File: src/hw/citb_pkg.sv
// Shared types and constants of the core issue, timing and branch unit.
package citb_pkg;

  // ****************************************************************
  // Instruction classes and pipeline stages
  // ****************************************************************
  typedef enum logic [2:0] {
    CITB_ALU,
    CITB_DIV,
    CITB_MUL,
    CITB_LDST,
    CITB_DCCTL,
    CITB_BRANCH,
    CITB_FP
  } citb_class_t;

  typedef enum logic [1:0] {
    CITB_SLOT_ZERO,
    CITB_DECODE,
    CITB_EXECUTE
  } citb_stage_t;

  // ****************************************************************
  // Timing counts
  // ****************************************************************
  localparam int             CITB_CNT_W        = 6;
  localparam logic [5:0]     CITB_ONE_CYCLE    = 6'h01;
  localparam logic [5:0]     CITB_TWO_CYCLES   = 6'h02;
  localparam logic [5:0]     CITB_THREE_CYCLES = 6'h03;
  localparam logic [5:0]     CITB_DIV_CYCLES   = 6'h23;
  localparam logic [5:0]     CITB_DCCTL_CYCLES = 6'h02;
  localparam logic [2:0]     CITB_MUL_MIN      = 3'h1;
  localparam logic [2:0]     CITB_MUL_MAX      = 3'h5;
  localparam logic [2:0]     CITB_WORD_BYTES   = 3'h4;

endpackage

File: src/hw/citb_core.sv
// In-order issue timing, access splitting and branch resolution of the core pipeline.

module citb_core #(
  parameter logic [5:0] DIV_CYCLES = citb_pkg::CITB_DIV_CYCLES,
  parameter int         LS_WORDS_W = 5
) (
  input  wire logic                      clk,
  input  wire logic                      rst_n,
  input  wire logic                      instr_valid,
  input  citb_pkg::citb_class_t          instr_class,
  input  wire logic                      upd_link,
  input  wire logic                      upd_count,
  input  wire logic [2:0]                mul_cycles,
  input  wire logic [1:0]                ls_addr_lo,
  input  wire logic [2:0]                ls_bytes,
  input  wire logic [LS_WORDS_W-1:0]     ls_words,
  input  wire logic                      dcache_array_busy,
  input  wire logic                      br_slot_zero,
  input  wire logic                      br_known_taken,
  input  wire logic                      br_known_not_taken,
  input  wire logic                      br_via_link,
  input  wire logic                      br_via_count,
  input  wire logic                      br_static_taken,
  input  wire logic                      br_override,
  input  wire logic                      br_outcome,
  input  wire logic                      br_cond_gap,
  output logic                           ready,
  output logic                           retire,
  output logic                           illegal_instr,
  output logic                           dcache_req,
  output logic                           dcache_ctl,
  output logic [LS_WORDS_W-1:0]          dcache_word_ofs,
  output logic [1:0]                     dcache_addr_lo,
  output logic [2:0]                     dcache_bytes,
  output logic                           fetch_target,
  output citb_pkg::citb_stage_t          fetch_stage,
  output logic                           pred_taken,
  output logic                           flush_younger,
  output citb_pkg::citb_stage_t          redirect_stage,
  output logic                           redirect_taken
);
  import citb_pkg::*;

  // ****************************************************************
  // Parameter checks
  // ****************************************************************
  if (DIV_CYCLES < CITB_TWO_CYCLES) begin : g_bad_div
    $error("DIV_CYCLES must be at least two.");
  end
  if (LS_WORDS_W < 1 || LS_WORDS_W > 8) begin : g_bad_words
    $error("LS_WORDS_W must be from 1 to 8.");
  end

  typedef enum logic [1:0] {ST_IDLE, ST_COUNT, ST_MEM} citb_state_t;

  citb_state_t              state_reg;
  logic [CITB_CNT_W-1:0]    cnt_reg;
  logic                     ready_reg;
  logic                     retire_reg;
  logic                     illegal_reg;
  logic [LS_WORDS_W-1:0]    idx_reg;
  logic [1:0]               lo_reg;
  logic [2:0]               bytes_reg;
  logic [LS_WORDS_W-1:0]    words_reg;
  logic                     ctl_reg;
  logic [1:0]               lr_hist_reg;
  logic [1:0]               cnt_hist_reg;
  logic                     mis_reg;
  citb_stage_t              mis_stage_reg;
  logic                     mis_dir_reg;
  logic                     dreq_reg;
  logic                     dctl_reg;
  logic [LS_WORDS_W-1:0]    dofs_reg;
  logic [1:0]               dlo_reg;
  logic [2:0]               dbytes_reg;
  logic                     ftgt_reg;
  citb_stage_t              fstage_reg;
  logic                     pred_reg;
  logic                     flush_reg;
  citb_stage_t              rstage_reg;
  logic                     rtaken_reg;

  // ****************************************************************
  // Branch classification
  // ****************************************************************
  logic accept;
  logic is_branch;
  logic unresolved;
  logic dep_link;
  logic dep_count;
  logic addr_dep;
  logic dep_near;
  logic pred_c;
  logic mispred;
  logic [CITB_CNT_W-1:0] br_cyc;

  assign accept     = instr_valid && ready_reg;
  assign is_branch  = instr_class == CITB_BRANCH;
  assign unresolved = !br_known_taken && !br_known_not_taken;
  assign dep_link   = br_via_link && (br_known_taken || unresolved) && (|lr_hist_reg);
  assign dep_count  = br_via_count && (br_known_taken || unresolved) && (|cnt_hist_reg);
  assign addr_dep   = dep_link || dep_count;
  assign dep_near   = (dep_link && lr_hist_reg[0]) || (dep_count && cnt_hist_reg[0]);
  assign pred_c     = !addr_dep && (br_static_taken ^ br_override);
  assign mispred    = unresolved && (pred_c != br_outcome);

  always_comb begin
    br_cyc = CITB_ONE_CYCLE;
    if (br_known_taken) begin
      if (addr_dep) begin
        br_cyc = dep_near ? CITB_THREE_CYCLES : CITB_TWO_CYCLES;
      end else begin
        br_cyc = br_slot_zero ? CITB_ONE_CYCLE : CITB_TWO_CYCLES;
      end
    end else if (unresolved && mispred) begin
      br_cyc = br_cond_gap ? CITB_TWO_CYCLES : CITB_THREE_CYCLES;
    end else if (unresolved && pred_c) begin
      br_cyc = br_slot_zero ? CITB_ONE_CYCLE : CITB_TWO_CYCLES;
    end
  end

  // ****************************************************************
  // Cycle count per class
  // ****************************************************************
  logic [CITB_CNT_W-1:0] cyc_c;

  always_comb begin
    cyc_c = CITB_ONE_CYCLE;
    unique case (instr_class)
      CITB_DIV: cyc_c = DIV_CYCLES;
      CITB_MUL: begin
        if (mul_cycles < CITB_MUL_MIN) begin
          cyc_c = {3'h0, CITB_MUL_MIN};
        end else if (mul_cycles > CITB_MUL_MAX) begin
          cyc_c = {3'h0, CITB_MUL_MAX};
        end else begin
          cyc_c = {3'h0, mul_cycles};
        end
      end
      CITB_DCCTL:  cyc_c = CITB_DCCTL_CYCLES;
      CITB_BRANCH: cyc_c = br_cyc;
      CITB_ALU, CITB_LDST, CITB_FP: cyc_c = CITB_ONE_CYCLE;
      default: cyc_c = CITB_ONE_CYCLE;
    endcase
  end

  // ****************************************************************
  // Data cache access splitting
  // ****************************************************************
  logic                  mem_start;
  logic                  issue_c;
  logic [1:0]            cur_lo;
  logic [2:0]            cur_bytes;
  logic [LS_WORDS_W-1:0] cur_words;
  logic [LS_WORDS_W-1:0] cur_idx;
  logic                  cur_ctl;
  logic                  cur_cross;
  logic                  last_c;
  logic [2:0]            acc_bytes;

  assign mem_start = accept && (instr_class == CITB_LDST || instr_class == CITB_DCCTL);
  assign issue_c   = !dcache_array_busy && (mem_start || state_reg == ST_MEM);
  assign cur_lo    = mem_start ? ls_addr_lo : lo_reg;
  assign cur_bytes = mem_start ? ls_bytes : bytes_reg;
  assign cur_words = mem_start ? ls_words : words_reg;
  assign cur_idx   = mem_start ? '0 : idx_reg;
  assign cur_ctl   = mem_start ? (instr_class == CITB_DCCTL) : ctl_reg;
  assign cur_cross = !cur_ctl && (cur_words <= 1) && (({1'b0, cur_lo} + cur_bytes) > CITB_WORD_BYTES);
  assign last_c    = cur_ctl ? 1'b1 : cur_cross ? (cur_idx != '0) : (cur_idx + 1'b1 >= cur_words);

  always_comb begin
    acc_bytes = cur_bytes;
    if (cur_cross) begin
      acc_bytes = (cur_idx == '0) ? (CITB_WORD_BYTES - {1'b0, cur_lo})
                                  : (cur_bytes + {1'b0, cur_lo} - CITB_WORD_BYTES);
    end else if (cur_words > 1) begin
      acc_bytes = CITB_WORD_BYTES;
    end
  end

  // ****************************************************************
  // Issue sequencer
  // ****************************************************************
  always_ff @(posedge clk or negedge rst_n) begin
    if (!rst_n) begin
      state_reg  <= ST_IDLE;
      cnt_reg    <= '0;
      ready_reg  <= 1'b0;
      retire_reg <= 1'b0;
      idx_reg    <= '0;
    end else begin
      retire_reg <= 1'b0;
      unique case (state_reg)
        ST_IDLE: begin
          ready_reg <= 1'b1;
          if (mem_start) begin
            if (issue_c && last_c && cur_ctl) begin
              state_reg <= ST_COUNT;
              cnt_reg   <= CITB_ONE_CYCLE;
              ready_reg <= 1'b0;
            end else if (issue_c && last_c) begin
              retire_reg <= 1'b1;
            end else begin
              state_reg <= ST_MEM;
              ready_reg <= 1'b0;
              idx_reg   <= issue_c ? LS_WORDS_W'(1) : '0;
            end
          end else if (accept && cyc_c > CITB_ONE_CYCLE) begin
            state_reg <= ST_COUNT;
            cnt_reg   <= cyc_c - CITB_ONE_CYCLE;
            ready_reg <= 1'b0;
          end else if (accept) begin
            retire_reg <= (instr_class != CITB_FP);
          end
        end
        ST_COUNT: begin
          if (cnt_reg == CITB_ONE_CYCLE) begin
            state_reg  <= ST_IDLE;
            ready_reg  <= 1'b1;
            retire_reg <= 1'b1;
          end else begin
            cnt_reg <= cnt_reg - CITB_ONE_CYCLE;
          end
        end
        ST_MEM: begin
          if (issue_c && last_c && ctl_reg) begin
            state_reg <= ST_COUNT;
            cnt_reg   <= CITB_ONE_CYCLE;
          end else if (issue_c && last_c) begin
            state_reg  <= ST_IDLE;
            ready_reg  <= 1'b1;
            retire_reg <= 1'b1;
          end else if (issue_c) begin
            idx_reg <= idx_reg + 1'b1;
          end
        end
      endcase
    end
  end

  always_ff @(posedge clk or negedge rst_n) begin
    if (!rst_n) begin
      lo_reg       <= '0;
      bytes_reg    <= '0;
      words_reg    <= '0;
      ctl_reg      <= 1'b0;
      lr_hist_reg  <= '0;
      cnt_hist_reg <= '0;
      illegal_reg  <= 1'b0;
    end else begin
      illegal_reg <= accept && instr_class == CITB_FP;
      if (accept) begin
        lo_reg       <= ls_addr_lo;
        bytes_reg    <= ls_bytes;
        words_reg    <= ls_words;
        ctl_reg      <= instr_class == CITB_DCCTL;
        lr_hist_reg  <= {lr_hist_reg[0], upd_link};
        cnt_hist_reg <= {cnt_hist_reg[0], upd_count};
      end
    end
  end

  always_ff @(posedge clk or negedge rst_n) begin
    if (!rst_n) begin
      dreq_reg   <= 1'b0;
      dctl_reg   <= 1'b0;
      dofs_reg   <= '0;
      dlo_reg    <= '0;
      dbytes_reg <= '0;
    end else begin
      dreq_reg <= issue_c;
      if (issue_c) begin
        dctl_reg   <= cur_ctl;
        dofs_reg   <= cur_idx;
        dlo_reg    <= (cur_idx == '0) ? cur_lo : 2'h0;
        dbytes_reg <= acc_bytes;
      end
    end
  end

  // ****************************************************************
  // Branch fetch and correction
  // ****************************************************************
  always_ff @(posedge clk or negedge rst_n) begin
    if (!rst_n) begin
      ftgt_reg      <= 1'b0;
      fstage_reg    <= CITB_SLOT_ZERO;
      pred_reg      <= 1'b0;
      mis_reg       <= 1'b0;
      mis_stage_reg <= CITB_DECODE;
      mis_dir_reg   <= 1'b0;
      flush_reg     <= 1'b0;
      rstage_reg    <= CITB_DECODE;
      rtaken_reg    <= 1'b0;
    end else begin
      ftgt_reg  <= accept && is_branch && (br_known_taken || (unresolved && pred_c));
      flush_reg <= state_reg == ST_COUNT && cnt_reg == CITB_ONE_CYCLE && mis_reg;
      if (accept) begin
        fstage_reg    <= (br_slot_zero && !addr_dep) ? CITB_SLOT_ZERO : CITB_DECODE;
        pred_reg      <= is_branch && unresolved && pred_c;
        mis_reg       <= is_branch && mispred;
        mis_stage_reg <= br_cond_gap ? CITB_DECODE : CITB_EXECUTE;
        mis_dir_reg   <= br_outcome;
      end
      if (state_reg == ST_COUNT && cnt_reg == CITB_ONE_CYCLE && mis_reg) begin
        rstage_reg <= mis_stage_reg;
        rtaken_reg <= mis_dir_reg;
      end
    end
  end

  assign ready           = ready_reg;
  assign retire          = retire_reg;
  assign illegal_instr   = illegal_reg;
  assign dcache_req      = dreq_reg;
  assign dcache_ctl      = dctl_reg;
  assign dcache_word_ofs = dofs_reg;
  assign dcache_addr_lo  = dlo_reg;
  assign dcache_bytes    = dbytes_reg;
  assign fetch_target    = ftgt_reg;
  assign fetch_stage     = fstage_reg;
  assign pred_taken      = pred_reg;
  assign flush_younger   = flush_reg;
  assign redirect_stage  = rstage_reg;
  assign redirect_taken  = rtaken_reg;

  logic acc_ldst1;
  assign acc_ldst1 = accept && instr_class == CITB_LDST && ls_words == 1 && !dcache_array_busy;
endmodule

File: config.mk
export PLATFORM = sky130hd
export DESIGN_NAME = citb_core
export DESIGN_NICKNAME = d
export VERILOG_FILES = /design/src/hw/citb_pkg.sv /design/src/hw/citb_core.sv
export SDC_FILE = /design/constraint.sdc
export NUM_CORES = 1
export LEC_CHECK = 0
export BUFFER_PORTS_ARGS = -buffer_cell sky130_fd_sc_hd__buf_2
export CORE_MARGIN = 1.5
export CORE_UTILIZATION = 30
export DETAILED_ROUTE_END_ITERATION = 8
export HOLD_SLACK_MARGIN = 0.03
export SYNTH_ARGS = -nofsm -noshare
export SYNTH_HDL_FRONTEND = slang
export SYNTH_SLANG_ARGS = --single-unit
File: constraint.sdc
create_clock -name clk -period 7.8 [get_ports clk]
set_clock_uncertainty 0.2 [all_clocks]
set_input_delay 1.56 -clock clk [delete_from_list [all_inputs] [get_ports clk]]
set_output_delay 1.56 -clock clk [all_outputs]
set_load 0.05 [all_outputs]
==> impl_metrics.yaml <==
run:
  maxCapViolations: 0
clock_network:
  post_cts_resized: 0
  ctsHtreeMaxLevel: 2
  clkTransAtPathRegs_ns: 0.10
  cts_tree: "done"
  clock_latency_ns: 0.32
  cts_setup_buffers: 0
  cts_sinks: 54
  clockBufferDepth: 2
  cts_hold_buf: 0
  cts-root-buf: "clkbuf_8"
  cts_made_buffers: 5
sta:
  fmax_mhz: 171.3
  finalCriticalPeriod_ns: 5.839
  rsz0062_at_grt: "false"
  worst_slew_pin_slew_ns: 0.8579
  period_share: 0.7486
  fin_ws_ns: 1.961
  final_hold_viol_count: 0
  setup_tns_ns: 0
  relSlewSlack: 0.4281
  drv_slew: 0
  setup_viol: 0
floorplan:
  fp.dieH_um: 108.1
  rows: 38
  core_um2: 10790
  initial_core_util: 0.3067
  die_x_um: 108.1
  die_area_um2: 11670
  io_pins: 54
logic_synthesis:
  async_reset_ff_frac: 1.000
  synth_edf_count: 0
  ys_warn_count: 0
  ys.flop_type: "dfrtp_1"
  yosys-top-cells-area: "dfrtp_1 (39%), nand2_1 (11%), ha_1 (6.8%)"
  synth.yosys.seq_area_share: 0.4089
  yosysTopAreaCell: "dfrtp_1"
  avgSynthCellArea_um2: 8.511
  netlist_instances: 389
  syn-num-nets: 439
  synth-seq-cells: 54
  yosysUniqueCellTypes: 58
  synthesis.area_um2: 3311
  synth.top_cell.area_share: 0.3930
grt:
  track_usage: 0.1481
  gr-total-overflow: 0
  grt_pass1_wl_mm: 13.67
  grt_pass1_vias: 2746
  grt_max_degree: 55
  grt_antenna_before_repair: 0
route:
  finalWirelength_mm: 7.946
  vias: 2886
  wl_per_cell_um: 13.84
  drt_first_pass_iters: 5
  drt-initial-drc-count: 117
  drcViolationCount: 0
  vias_per_cell: 5.028
  ant_nets: 0
finish:
  largest_register_ffs: 6
  syn2layout_area_growth_pct: 15.04
  multi_input_area_um2: 1817
  drive_above_1_share: 0.1590
  diodes: 0
  fin_nets: 483
  register_area_um2: 1354
  n_fill_cell: 1119
power_and_ir_drop:
  power_frac_clock: 0.166
  leakagePower_uw: 0.001901
  swShare: 0.4533
  vdd.ir_drop.worst_mv: 0.1478
  p_int_uw: 662.6
  seq_power_share: 0.337
  p_comb_frac: 0.496
  p_sw_uw: 549.5
  power.density_nw_per_um2: 318.2
setup_path:
  crit_arrival_ns: 5.90
  start_kind: "input port"
  critPathRequiredTime_ns: 7.86
  cp-end-kind: "flop"
  crit_fanout: 25
  critical_path_class: "in2reg"
hold_path:
  min_path_type: "reg2reg"
run_status:
  status: "finished clean"
placement:
  portBuffers: 52
  gp_routability_congestion: 0.8523
  dpl_worst_slack_ns: 1.624
  hpwlAfterDp_mm: 6.034
==> cells by family after synthesis <==
| kind of cell | count (synthesis) | share of synthesized area |
|---|---|---|
| mux | 11 | 0.03704 |
| flops | 54 | 0.4089 |
| xor+xnor | 7 | 0.01852 |
| buf+inv | 35 | 0.04233 |
| fa+ha+maj | 19 | 0.07408 |
| compound gates | 99 | 0.1954 |
| simple gates | 163 | 0.2226 |
| other cells | 1 | 0.001133 |
==> worst max-delay path: stages <==
cell and delay (ns):
buf_2 0.10, nand2_1 0.44, a21oi_1 0.32, buf_4 0.24
mux2i_1 0.35, inv_1 0.08, ha_1 0.20, inv_1 0.07
fa_1 0.43, nor2b_1 0.17, nor2b_1 0.12, nand3_1 0.12
mux2i_4 0.31, a211oi_1 0.16, o41a_1 0.61, or4_1 0.52
nand3_1 0.09
==> stage by stage <==
step           hold WS [ns]  power, µW    util  instances  instance area, µm²
6_report             0.2642       1212  0.3529        574                3809
5_1_grt              0.2947       1313  0.3529        574                3809
4_1_cts              0.2656       1224  0.3529        574                3809
3_5_place_dp         0.2526       1017  0.3421        566                3692
3_3_place_gp         0.2452       1001  0.3421        566                3692
2_1_floorplan        0.2348      872.7       -        389                3311
==> path summary, 6_finish.rpt <==
path | slack [ns] | cells past startpoint | from | endpoint
max | 1.96 | 17 | instr_valid | cnt_reg[3]
min | 0.26 | 2 | redirect_stage[0] | redirect_stage[0]
max reg2reg | 2.80 | 16 | ready | cnt_reg[3]
min reg2reg | 0.26 | 2 | redirect_stage[0] | redirect_stage[0]
max in group asynchronous | 5.79 | 2 | rst_n | words_reg[0]
min in group asynchronous | 1.17 | 2 | rst_n | dcache_addr_lo[1]
==> cell usage after synthesis (5+ instances only) <==
| cell type | count |
|---|---|
| mux2i_1 | 10 |
| inv_1 | 17 |
| a21oi_1 | 21 |
| nor2_1 | 21 |
| a21o_1 | 5 |
| dfrtp_1 | 52 |
| nand3_1 | 7 |
| o21ai_0 | 18 |
| clkbuf_1 | 12 |
| o21ai_1 | 10 |
| ha_1 | 18 |
| nand2_1 | 98 |
| nor3_1 | 5 |
| a31oi_1 | 7 |
==> placed cells by master (no fill, tap or decap), drive strengths merged, types with 3 or more instances in the layout <==
cell / count
o22ai: 3
nor3: 5
a211oi: 4
a21oi: 21
inv: 19
dfrtp: 52
o21ai: 29
mux2i: 11
nor2b: 4
a21o: 5
nor2: 21
a31oi: 7
and3: 4
nand2: 98
nand2b: 3
o21a: 3
nand3: 7
buf: 55
o31ai: 4
xor2: 3
ha: 18
and2: 4
clkbuf: 5
or4: 3
xnor2: 4
o221ai: 3
nor3b: 3
==> power by group through the flow <==
stage / registers, µW / logic, µW / clock network (µW)
final: 409 / 601 / 202
after global routing: 420 / 672 / 221
after CTS: 409 / 605 / 210
after detailed placement: 415 / 602 / 0
after global placement: 412 / 589 / 0
after floorplan: 493 / 379 / 0
==> per-layer routing <==
metal | global-route usage | part of all wire
met1 | 0.2078 | 0.49
met2 | 0.2319 | 0.46
met3 | 0.02592 | 0.046
met4 | 0.04605 | 0.011
met5 | 0 | 0
==> cell type report <==
cell class | instances | share of cell area
clock inverters | 3 | 0.01248
repair buffers | 55 | 0.07424
multi-input cells | 300 | 0.4770
inverters | 17 | 0.01675
flip-flops and latches | 54 | 0.3555
well taps | 140 | 0.04599
clock buffers | 5 | 0.01807
No activity file was read; power rests on OpenSTA's default activity.
